[src/core/ckpm_pkg.sv]
// package: constants, register map and types of the clock and power-mode controller
package ckpm_pkg;
	// ****************************************
	// timing
	// ****************************************
	localparam int unsigned CLK_MHZ         = 125;
	localparam int unsigned XTAL_WAIT_US    = 100;
	localparam int unsigned XTAL_WAIT_CYC   = XTAL_WAIT_US * CLK_MHZ;
	localparam int unsigned POR_HOLD_CYC    = 16;
	localparam int unsigned LSI_DIV_DEFAULT = 8333;

	// ****************************************
	// register map (byte addresses)
	// ****************************************
	localparam logic [7:0] ADDR_CLK_STOP  = 8'h00;
	localparam logic [7:0] ADDR_HSI_FREQ  = 8'h04;
	localparam logic [7:0] ADDR_CPU_CLK   = 8'h08;
	localparam logic [7:0] ADDR_PWR_KEY   = 8'h0C;
	localparam logic [7:0] ADDR_WAKE_MASK = 8'h10;
	localparam logic [7:0] ADDR_STATUS    = 8'h14;
	localparam logic [7:0] ADDR_CMD       = 8'h18;

	// clk_stop fields
	localparam int unsigned BIT_MAIN_STOP = 0;
	localparam int unsigned BIT_HSI_STOP  = 1;
	localparam int unsigned BIT_SUB_STOP  = 2;
	localparam logic [2:0]  CLK_STOP_RST  = 3'h4;

	// cmd fields
	localparam int unsigned BIT_CMD_SLEEP = 0;
	localparam int unsigned BIT_CMD_DEEP  = 1;

	localparam logic [31:0] PWR_KEY_VALUE = 32'h0000_A5C3;

	// wake sources
	localparam int unsigned WAKE_W     = 7;
	localparam int unsigned W_EXT      = 0;
	localparam int unsigned W_KEY      = 1;
	localparam int unsigned W_RTC      = 2;
	localparam int unsigned W_ITMR     = 3;
	localparam int unsigned W_WDT      = 4;
	localparam int unsigned W_LVD      = 5;
	localparam int unsigned W_OTHER    = 6;
	localparam logic [6:0]  PPD_WAKE   = 7'h3F;
	localparam logic [6:0]  WMASK_RST  = 7'h00;

	// cpu clock source
	typedef enum logic [1:0] {
		CKPM_SRC_HSI  = 2'h0,
		CKPM_SRC_MAIN = 2'h1,
		CKPM_SRC_SUB  = 2'h2,
		CKPM_SRC_LSI  = 2'h3
	} ckpm_src_t;

	// power mode, gray along run-sleep-deep-ppd
	typedef enum logic [2:0] {
		CKPM_RUN   = 3'h0,
		CKPM_SLEEP = 3'h1,
		CKPM_DEEP  = 3'h3,
		CKPM_PPD   = 3'h2,
		CKPM_STAB  = 3'h6
	} ckpm_mode_t;
endpackage

[src/core/ckpm_ctl_if.sv]
// interface: gating requests between mode controller and clock gate cells
`timescale 1ns/1ps
`default_nettype none
interface ckpm_ctl_if;
	logic cpu_en;
	logic per_en;
	modport ctl  (output cpu_en, output per_en);
	modport gate (input cpu_en, input per_en);
endinterface
`default_nettype wire

[src/core/ckpm_gate.sv]
// module: glitch-free clock enable gate with a divider enable
`timescale 1ns/1ps
`default_nettype none
module ckpm_gate
	import ckpm_pkg::*;
#(
	parameter int unsigned DIV = LSI_DIV_DEFAULT
) (
	// clock and reset
	input  wire logic sys_clk_i,
	input  wire logic arst_n_i,
	// control
	input  wire logic en_i,
	input  wire logic osc_on_i,
	// output enable pulse
	output logic      tick_o
);
	logic [15:0] cnt_reg;
	logic        en_reg;
	wire         wrap = (cnt_reg == 16'(DIV - 1));

	// enable changes only at a divider boundary, so no partial pulse leaves
	always_ff @(posedge sys_clk_i or negedge arst_n_i) begin
		if (!arst_n_i) begin
			cnt_reg <= 16'h0000;
			en_reg  <= 1'b0;
		end else if (osc_on_i) begin
			cnt_reg <= wrap ? 16'h0000 : cnt_reg + 16'h0001;
			if (wrap) begin
				en_reg <= en_i;
			end
		end
	end

	assign tick_o = en_reg && osc_on_i && wrap;
endmodule
`default_nettype wire

[src/core/ckpm_top.sv]
// module: clock source and low-power mode controller with wishbone registers
// What this block does
// - main crystal halts on deep sleep or main_osc_stop_bit; range 1 to 20 MHz.
// - after reset the cpu runs from the fast internal oscillator at option frequency.
// - fast internal oscillator stops on deep sleep or fast_internal_osc_stop_bit.
// - software may overwrite the option frequency of the fast oscillator, max 64 MHz.
// - external main clock input blocked on deep sleep or main_osc_stop_bit.
// - sub crystal and external sub clock stop while sub_osc_stop_bit is set.
// - the 15 kHz slow oscillator can clock cpu, watchdog, rtc and interval timer.
// - internal reset held at power-on, reasserted when supply drops below threshold.
// - low-voltage detector gives reset or interrupt by option; works in deep sleep.
// - sleep gates only the cpu clock; running oscillators keep running.
// - any unmasked interrupt ends sleep at once, with no oscillator wait.
// - deep sleep stops fast oscillators and whole system; interrupt wakes it.
// - waking from deep sleep on main crystal waits for oscillator settling.
// - power_unit_key then deep sleep powers down secondary_ram_bank and peripherals.
// - partial power-down ends only on pin, key, rtc, interval timer, watchdog or detector.
// - watchdog and detector wake partial power-down only in interrupt mode.
// - sleep and deep sleep without power_unit_key keep registers, flags, memory and port states.
// - external reset pin ignored during partial power-down deep sleep.
`timescale 1ns/1ps
`default_nettype none
module ckpm_top
	import ckpm_pkg::*;
#(
	parameter int unsigned STAB_CYC = XTAL_WAIT_CYC,
	parameter int unsigned LSI_DIV  = LSI_DIV_DEFAULT
) (
	// clock and reset
	input  wire logic        sys_clk_i,
	input  wire logic        arst_n_i,
	// wishbone slave
	input  wire logic        wb_cyc_i,
	input  wire logic        wb_stb_i,
	input  wire logic        wb_we_i,
	input  wire logic [7:0]  wb_adr_i,
	input  wire logic [3:0]  wb_sel_i,
	input  wire logic [31:0] wb_dat_i,
	output logic [31:0]      wb_dat_o,
	output logic             wb_ack_o,
	// supply monitors and option byte
	input  wire logic        por_ok_i,
	input  wire logic        lvd_low_i,
	input  wire logic        opt_lvd_irq_mode_i,
	input  wire logic        opt_wdt_irq_mode_i,
	input  wire logic [7:0]  opt_hsi_freq_i,
	input  wire logic        ext_reset_n_i,
	// interrupt sources
	input  wire logic [6:0]  irq_src_i,
	// oscillator controls
	output logic             main_osc_en_o,
	output logic             main_ext_in_en_o,
	output logic             hsi_osc_en_o,
	output logic [7:0]       hsi_freq_o,
	output logic             sub_osc_en_o,
	output logic             sub_ext_in_en_o,
	output logic             lsi_osc_en_o,
	// clock gating and power
	output logic             cpu_clk_en_o,
	output logic             per_clk_en_o,
	output logic             lsi_tick_o,
	output logic [1:0]       cpu_src_o,
	output logic             secondary_ram_bank_pwr_en_o,
	output logic             per_pwr_en_o,
	output logic             sys_rst_n_o,
	output logic             lvd_irq_o,
	output logic             reinit_req_o
);
	// ****************************************
	// power-on and detector reset
	// ****************************************
	logic [4:0] por_cnt_reg;
	logic       rst_n_reg;
	logic       ppd_active;
	wire        lvd_rst   = lvd_low_i && !opt_lvd_irq_mode_i;
	wire        ext_rst   = !ext_reset_n_i && !ppd_active;
	wire        rst_cause = !por_ok_i || lvd_rst || ext_rst;

	always_ff @(posedge sys_clk_i or negedge arst_n_i) begin
		if (!arst_n_i) begin
			por_cnt_reg <= 5'h00;
			rst_n_reg   <= 1'b0;
		end else if (rst_cause) begin
			por_cnt_reg <= 5'h00;
			rst_n_reg   <= 1'b0;
		end else if (por_cnt_reg != 5'(POR_HOLD_CYC)) begin
			por_cnt_reg <= por_cnt_reg + 5'h01;
		end else begin
			rst_n_reg   <= 1'b1;
		end
	end
	assign sys_rst_n_o = rst_n_reg;
	wire srst = !rst_n_reg;

	// ****************************************
	// registers
	// ****************************************
	logic [2:0]  stop_reg;
	logic [7:0]  hsi_freq_reg;
	logic        hsi_freq_set_reg;
	ckpm_src_t   src_reg;
	logic        key_reg;
	logic [6:0]  wmask_reg;
	ckpm_mode_t  mode_reg;
	ckpm_mode_t  mode_next;
	logic [23:0] stab_cnt_reg;
	logic        reinit_reg;
	logic        lvd_irq_reg;
	logic        ack_reg;
	logic [31:0] dat_reg;

	wire req       = wb_cyc_i && wb_stb_i && !ack_reg;
	wire wr        = req && wb_we_i;
	wire sel_stop  = (wb_adr_i == ADDR_CLK_STOP);
	wire sel_freq  = (wb_adr_i == ADDR_HSI_FREQ);
	wire sel_src   = (wb_adr_i == ADDR_CPU_CLK);
	wire sel_key   = (wb_adr_i == ADDR_PWR_KEY);
	wire sel_mask  = (wb_adr_i == ADDR_WAKE_MASK);
	wire sel_stat  = (wb_adr_i == ADDR_STATUS);
	wire sel_cmd   = (wb_adr_i == ADDR_CMD);
	wire wr_b0     = wr && wb_sel_i[0];
	wire cmd_sleep = wr_b0 && sel_cmd && wb_dat_i[BIT_CMD_SLEEP] && (mode_reg == CKPM_RUN);
	wire cmd_deep  = wr_b0 && sel_cmd && wb_dat_i[BIT_CMD_DEEP] && (mode_reg == CKPM_RUN);
	wire key_ok    = (wb_dat_i == PWR_KEY_VALUE) && (wb_sel_i == 4'hF);

	// ****************************************
	// wake logic
	// ****************************************
	wire [6:0] ppd_allow = PPD_WAKE & {1'b1, opt_lvd_irq_mode_i, opt_wdt_irq_mode_i, 4'hF};
	wire [6:0] pend      = irq_src_i & wmask_reg;
	wire       wake_any  = |pend;
	wire       wake_ppd  = |(pend & ppd_allow);
	assign ppd_active = (mode_reg == CKPM_PPD);
	wire       need_stab = (src_reg == CKPM_SRC_MAIN);

	// ****************************************
	// mode state machine
	// ****************************************
	always_comb begin
		mode_next = mode_reg;
		case (mode_reg)
			CKPM_RUN: begin
				if (cmd_deep) begin
					mode_next = key_reg ? CKPM_PPD : CKPM_DEEP;
				end else if (cmd_sleep) begin
					mode_next = CKPM_SLEEP;
				end
			end
			CKPM_SLEEP: begin
				if (wake_any) begin
					mode_next = CKPM_RUN;
				end
			end
			CKPM_DEEP: begin
				if (wake_any) begin
					mode_next = need_stab ? CKPM_STAB : CKPM_RUN;
				end
			end
			CKPM_PPD: begin
				if (wake_ppd) begin
					mode_next = need_stab ? CKPM_STAB : CKPM_RUN;
				end
			end
			CKPM_STAB: begin
				if (stab_cnt_reg == 24'(STAB_CYC - 1)) begin
					mode_next = CKPM_RUN;
				end
			end
			default: begin
				mode_next = CKPM_RUN;
			end
		endcase
	end

	always_ff @(posedge sys_clk_i or negedge arst_n_i) begin
		if (!arst_n_i) begin
			mode_reg     <= CKPM_RUN;
			stab_cnt_reg <= 24'h000000;
		end else if (srst) begin
			mode_reg     <= CKPM_RUN;
			stab_cnt_reg <= 24'h000000;
		end else begin
			mode_reg     <= mode_next;
			stab_cnt_reg <= (mode_reg == CKPM_STAB) ? stab_cnt_reg + 24'h000001 : 24'h000000;
		end
	end

	// ****************************************
	// software registers; kept through sleep and deep sleep
	// ****************************************
	always_ff @(posedge sys_clk_i or negedge arst_n_i) begin
		if (!arst_n_i) begin
			stop_reg         <= CLK_STOP_RST;
			hsi_freq_reg     <= 8'h00;
			hsi_freq_set_reg <= 1'b0;
			src_reg          <= CKPM_SRC_HSI;
			key_reg          <= 1'b0;
			wmask_reg        <= WMASK_RST;
			reinit_reg       <= 1'b0;
			lvd_irq_reg      <= 1'b0;
		end else if (srst) begin
			stop_reg         <= CLK_STOP_RST;
			hsi_freq_set_reg <= 1'b0;
			src_reg          <= CKPM_SRC_HSI;
			key_reg          <= 1'b0;
			wmask_reg        <= WMASK_RST;
			reinit_reg       <= 1'b0;
			lvd_irq_reg      <= 1'b0;
		end else begin
			if (wr_b0 && sel_stop) begin
				stop_reg <= wb_dat_i[2:0];
			end
			if (wr_b0 && sel_freq) begin
				hsi_freq_reg     <= wb_dat_i[7:0];
				hsi_freq_set_reg <= 1'b1;
			end
			if (wr_b0 && sel_src) begin
				src_reg <= ckpm_src_t'(wb_dat_i[1:0]);
			end
			if (wr && sel_key) begin
				key_reg <= key_ok;
			end else if (cmd_deep) begin
				key_reg <= 1'b0;
			end
			if (wr_b0 && sel_mask) begin
				wmask_reg <= wb_dat_i[6:0];
			end
			// set wins over clear
			if (mode_reg == CKPM_PPD && mode_next != CKPM_PPD) begin
				reinit_reg <= 1'b1;
			end else if (wr_b0 && sel_stat && wb_dat_i[0]) begin
				reinit_reg <= 1'b0;
			end
			if (lvd_low_i && opt_lvd_irq_mode_i) begin
				lvd_irq_reg <= 1'b1;
			end else if (wr_b0 && sel_stat && wb_dat_i[1]) begin
				lvd_irq_reg <= 1'b0;
			end
		end
	end

	// ****************************************
	// wishbone answer, one cycle after request
	// ****************************************
	wire [31:0] rd_mux =
		sel_stop ? {29'h0, stop_reg} :
		sel_freq ? {24'h0, hsi_freq_o} :
		sel_src  ? {30'h0, src_reg} :
		sel_key  ? {31'h0, key_reg} :
		sel_mask ? {25'h0, wmask_reg} :
		sel_stat ? {27'h0, mode_reg, lvd_irq_reg, reinit_reg} :
		32'h0000_0000;

	always_ff @(posedge sys_clk_i or negedge arst_n_i) begin
		if (!arst_n_i) begin
			ack_reg <= 1'b0;
			dat_reg <= 32'h0000_0000;
		end else begin
			ack_reg <= req;
			if (req && !wb_we_i) begin
				dat_reg <= rd_mux;
			end
		end
	end
	assign wb_ack_o = ack_reg;
	assign wb_dat_o = dat_reg;

	// ****************************************
	// oscillator enables and power
	// ****************************************
	wire deep_like = (mode_reg == CKPM_DEEP) || (mode_reg == CKPM_PPD);
	assign main_osc_en_o    = !stop_reg[BIT_MAIN_STOP] && !deep_like;
	assign main_ext_in_en_o = !stop_reg[BIT_MAIN_STOP] && !deep_like;
	assign hsi_osc_en_o     = !stop_reg[BIT_HSI_STOP] && !deep_like;
	assign sub_osc_en_o     = !stop_reg[BIT_SUB_STOP];
	assign sub_ext_in_en_o  = !stop_reg[BIT_SUB_STOP];
	assign lsi_osc_en_o     = 1'b1;
	assign hsi_freq_o       = hsi_freq_set_reg ? hsi_freq_reg : opt_hsi_freq_i;
	assign cpu_src_o        = src_reg;
	assign secondary_ram_bank_pwr_en_o    = !ppd_active;
	assign per_pwr_en_o     = !ppd_active;
	assign lvd_irq_o        = lvd_irq_reg;
	assign reinit_req_o     = reinit_reg;

	// ****************************************
	// clock gating, registers and memory kept in all but ppd
	// ****************************************
	ckpm_ctl_if ctl ();
	assign ctl.cpu_en = rst_n_reg && (mode_reg == CKPM_RUN);
	assign ctl.per_en = rst_n_reg && !deep_like && (mode_reg != CKPM_STAB);

	logic cpu_en_reg;
	logic per_en_reg;
	always_ff @(posedge sys_clk_i or negedge arst_n_i) begin
		if (!arst_n_i) begin
			cpu_en_reg <= 1'b0;
			per_en_reg <= 1'b0;
		end else begin
			cpu_en_reg <= ctl.cpu_en;
			per_en_reg <= ctl.per_en;
		end
	end
	assign cpu_clk_en_o = cpu_en_reg;
	assign per_clk_en_o = per_en_reg;

	ckpm_gate #(
		.DIV (LSI_DIV)
	) u_lsi (
		.sys_clk_i (sys_clk_i),
		.arst_n_i  (arst_n_i),
		.en_i      (1'b1),
		.osc_on_i  (lsi_osc_en_o),
		.tick_o    (lsi_tick_o)
	);
endmodule
`default_nettype wire

[config.mk]
export PLATFORM = sky130hd
export DESIGN_NAME = ckpm_top
export DESIGN_NICKNAME = d
export VERILOG_FILES = /design/src/core/ckpm_pkg.sv /design/src/core/ckpm_ctl_if.sv /design/src/core/ckpm_gate.sv /design/src/core/ckpm_top.sv
export SDC_FILE = /design/constraint.sdc
export NUM_CORES = 1
export LEC_CHECK = 0
export ABC_AREA = 1
export BUFFER_PORTS_ARGS = -buffer_cell sky130_fd_sc_hd__buf_4
export CORE_ASPECT_RATIO = 0.8
export CORE_UTILIZATION = 43
export DETAILED_ROUTE_END_ITERATION = 8
export PLACE_DENSITY = 0.77
export SLEW_MARGIN = 20
export SYNTH_ARGS = -nofsm -noshare
export SYNTH_HDL_FRONTEND = slang
export SYNTH_HIERARCHICAL = 1
export SYNTH_SLANG_ARGS = --single-unit
[constraint.sdc]
create_clock -name sys_clk_i -period 2 [get_ports sys_clk_i]
set_input_delay 0.4 -clock sys_clk_i [delete_from_list [all_inputs] [get_ports sys_clk_i]]
set_output_delay 0.4 -clock sys_clk_i [all_outputs]
set_load 0.05 [all_outputs]
==> impl_metrics.csv <==
group,metric,value,unit
global_route,grt_max_degree,31,
synth,synth_commonest_cells,"nand2_1, nor2_1, inv_1, dfrtp_1, nand3_1",
synth,yosysUniqueCellTypes,50,
timing,fin_crit_sh,95.8,%
clock_tree,htreeDepth,3,
global_route,overflow,0,
clock_tree,worst_skew_pair.late_latency,0.34,ns
timing,fin_crit,1.92,ns
global_route,use_met2,30.4,%
routing,drc_errors,0,
floorplan,core-area,11500,sq um
clock_tree,numClockSinks,85,
synth,synth_top_family_by_area,"simple AND/OR/NAND/NOR gates",
synth,synth.top_cells.by_area,"dfrtp_1, nand2_1, nor2_1",
timing,final-setup-viol-count,0,
synth,synth-simple-area-share,35.4,%
status,status,"complete, no violations",
synth,yosys.area_share.adder,1.23,%
critical_path,setup.worst_path.start_class,"register",
global_route,top_usage_layer,"met1",
floorplan,io_pins,126,
critical_path,cp_max_fo,4,
synth,synthDominantCellAreaShare,41.3,%
worst_hold_path,hold_path_class,"in2reg",
timing,hold_viol,0,
timing,rsz0062_at_grt,"true",
timing,skew,0.00699,ns
placement,dpl.hpwl,9450,um
routing,postRouteAntennaNets,0,
critical_path,worstPathArrival,1.52,ns
clock_tree,path_clk_slew,0.06,ns
synth,ys_seq_elements,85,
synth,synth_cells,688,
floorplan,die_area,12300,sq um
synth,muxShareOfSynthArea,0.221,%
final_layout,final_cells,963,
floorplan,die_y,99.3,um
placement,placed_area,6010,sq um
timing,fmax,522,MHz
timing,final-max-slew-violation-count,0,
global_route,grtUsageTotal,21.2,%
synth,synthArstFlopShare,100,%
routing,avgViaCountPerCell,4.86,
synth,yosysTopAreaCell,"dfrtp_1",
pwr,power_density,681,nW/um^2
routing,totalWireLength,12000,um
synth,netlist_area,5090,sq um
synth,syn_area_per_cell,7.40,sq um
floorplan,die_x,124,um
clock_tree,numCtsBuffers,9,
placement,place_congestion,0.908,
synth,synth_compound_area_share,8.33,%
final_layout,fin_nets,884,
global_route,grt_pass1_wl,20100,um
global_route,antenna_found_initial,0,
synth,synthXorXnorAreaFrac,1.03,%
routing,drt_pass1_iterations,5,
critical_path,worstSetupPathType,"reg2out",
clock_tree,clockBufferDepth,2,
synth,yosysMostFrequentCell,"nand2_1",
pwr,power_leakage,3.21,nW
final_layout,drive_gt1_share,21.0,%
floorplan,initial_utilization,44.2,%
synth,synth_top_flop_cell,"dfrtp_1",
final_layout,postLayoutCellArea,6360,sq um
routing,routed-via-count,4683,
pwr,ir_worst_vdd,0.441,mV
critical_path,cp-end-kind,"output pin",
synth,ys_seq_area_share,41.8,%
final_layout,largest_reg_flops,24,
floorplan,num_rows,35,
routing,drt_iter0_markers,358,
final_layout,diodes,0,
synth,yosysWarningCount,6,
global_route,grt_pass1_vias,4268,
clock_tree,clockRootBuffer,"clkbuf_16",
critical_path,regToRegSetupSlack,0.24,ns
placement,dpl.cell_count,945,
job,drv_cap,0,
placement,numPortBuffers,100,
global_route,grt_use_met1,31.7,%
clock_tree,cts_tree,"done",
critical_path,cp.required,1.60,ns
synth,synth-edff-count,0,
global_route,grtUsageMet3,6.48,%
routing,wire_per_inst,12.5,um
final_layout,syn_to_final_growth,24.9,%
## cells in the final DEF (no fill, tap or decap), drive strengths merged
| master | count |
|---|---|
| nand2 | 179 |
| buf | 112 |
| nor2 | 107 |
| inv | 94 |
| dfrtp | 84 |
| nand3 | 45 |
| o21ai | 35 |
| conb | 33 |
| nor3 | 26 |
| a21oi | 23 |
| nand4 | 15 |
| clkbuf | 10 |
| nor4 | 7 |
| ha | 5 |
| xor2 | 4 |
| o21a | 3 |
| a221oi | 3 |
| o31ai | 3 |
| clkinvlp | 3 |
| clkinv | 3 |
| xnor2 | 2 |
| a22o | 2 |
| bufinv | 2 |
| or2 | 2 |
| a211oi | 2 |
| nand3b | 1 |
| o211ai | 1 |
| and3 | 1 |
| nor3b | 1 |
| or4 | 1 |
| mux2 | 1 |
| dlygate4sd3 | 1 |
| dfstp | 1 |
| and2 | 1 |
| o21bai | 1 |
| a31oi | 1 |
## through the flow
stage | worst slack, ns | total power [mW] | hold slack, ns | TNS [ns] | utilization, %
after floorplan | 0.0806 | 2.37 | 0.104 | 0 | -
after global placement | 0.284 | 2.58 | 0.349 | 0 | 52.2
after detailed placement | 0.241 | 2.59 | 0.349 | 0 | 52.2
after CTS | 0.00130 | 4.36 | 0.309 | 0 | 55.1
after global routing | -0.0487 | 4.55 | 0.331 | -0.0487 | 55.2
final | 0.0837 | 4.33 | 0.320 | 0 | 55.2
## path summary, 6_finish.rpt
check | startpoint | to | cells past startpoint
worst min register to register | stab_cnt_reg[0] | stab_cnt_reg[0] | 1
worst min-delay path | wb_dat_i[0] | stop_reg[0] | 3
min in group asynchronous | arst_n_i | u_lsi/en_reg | 2
worst max register to register | stab_cnt_reg[0] | stab_cnt_reg[16] | 10
worst max-delay path | u_lsi/cnt_reg[8] | lsi_tick_o | 6
max in group asynchronous | arst_n_i | stop_reg[2] | 3
## power by group
group / internal (mW) / switching [mW] / total, mW
clock network: 1.09 / 0.670 / 1.76
logic: 0.238 / 0.438 / 0.676
registers: 1.80 / 0.0922 / 1.89
total: 3.13 / 1.20 / 4.33
## layer usage
layer / share of wire, % / wire (um)
met4: 0.22 / 27
met2: 43 / 5170
met3: 7.1 / 851
met5: 0 / 0
met1: 50 / 5950
## cells by family after synthesis
logic type      after synthesis
mux                           1
flops                        85
fa+ha+maj                     5
compound gates               74
simple gates                386
other cells                   2
xor+xnor                      6
buf+inv                     129
## final cells by class
cell class                      count  area [sq um]
Sequential cell                    85          2130
Inverter                           96           360
Tap cell                          148           185
Multi-Input combinational cell    505          2490
Fill cell                        1072          5160
Timing Repair Buffer              113           880
Clock buffer                       10           229
Clock inverter                      6          87.6
## worst max-delay path, cell delays in order, from the launching register on
cell,delay (ns)
dfrtp_1,0.41
nor2_1,0.11
nand2_1,0.06
nor2_1,0.21
nand3_2,0.11
nor2_2,0.10
buf_6,0.16
## timing repair
| item | in CTS | in global routing |
|---|---|---|
| endpoints found under the hold margin | 26 | 0 |
| setup buffers | 0 | 1 |
| hold buffers | 1 | 0 |
| setup endpoints to repair | 1 | 3 |
| pin swaps | 0 | 1 |
| resized for setup | 2 | 3 |
Note: power is estimated with default switching activity, not from simulation.
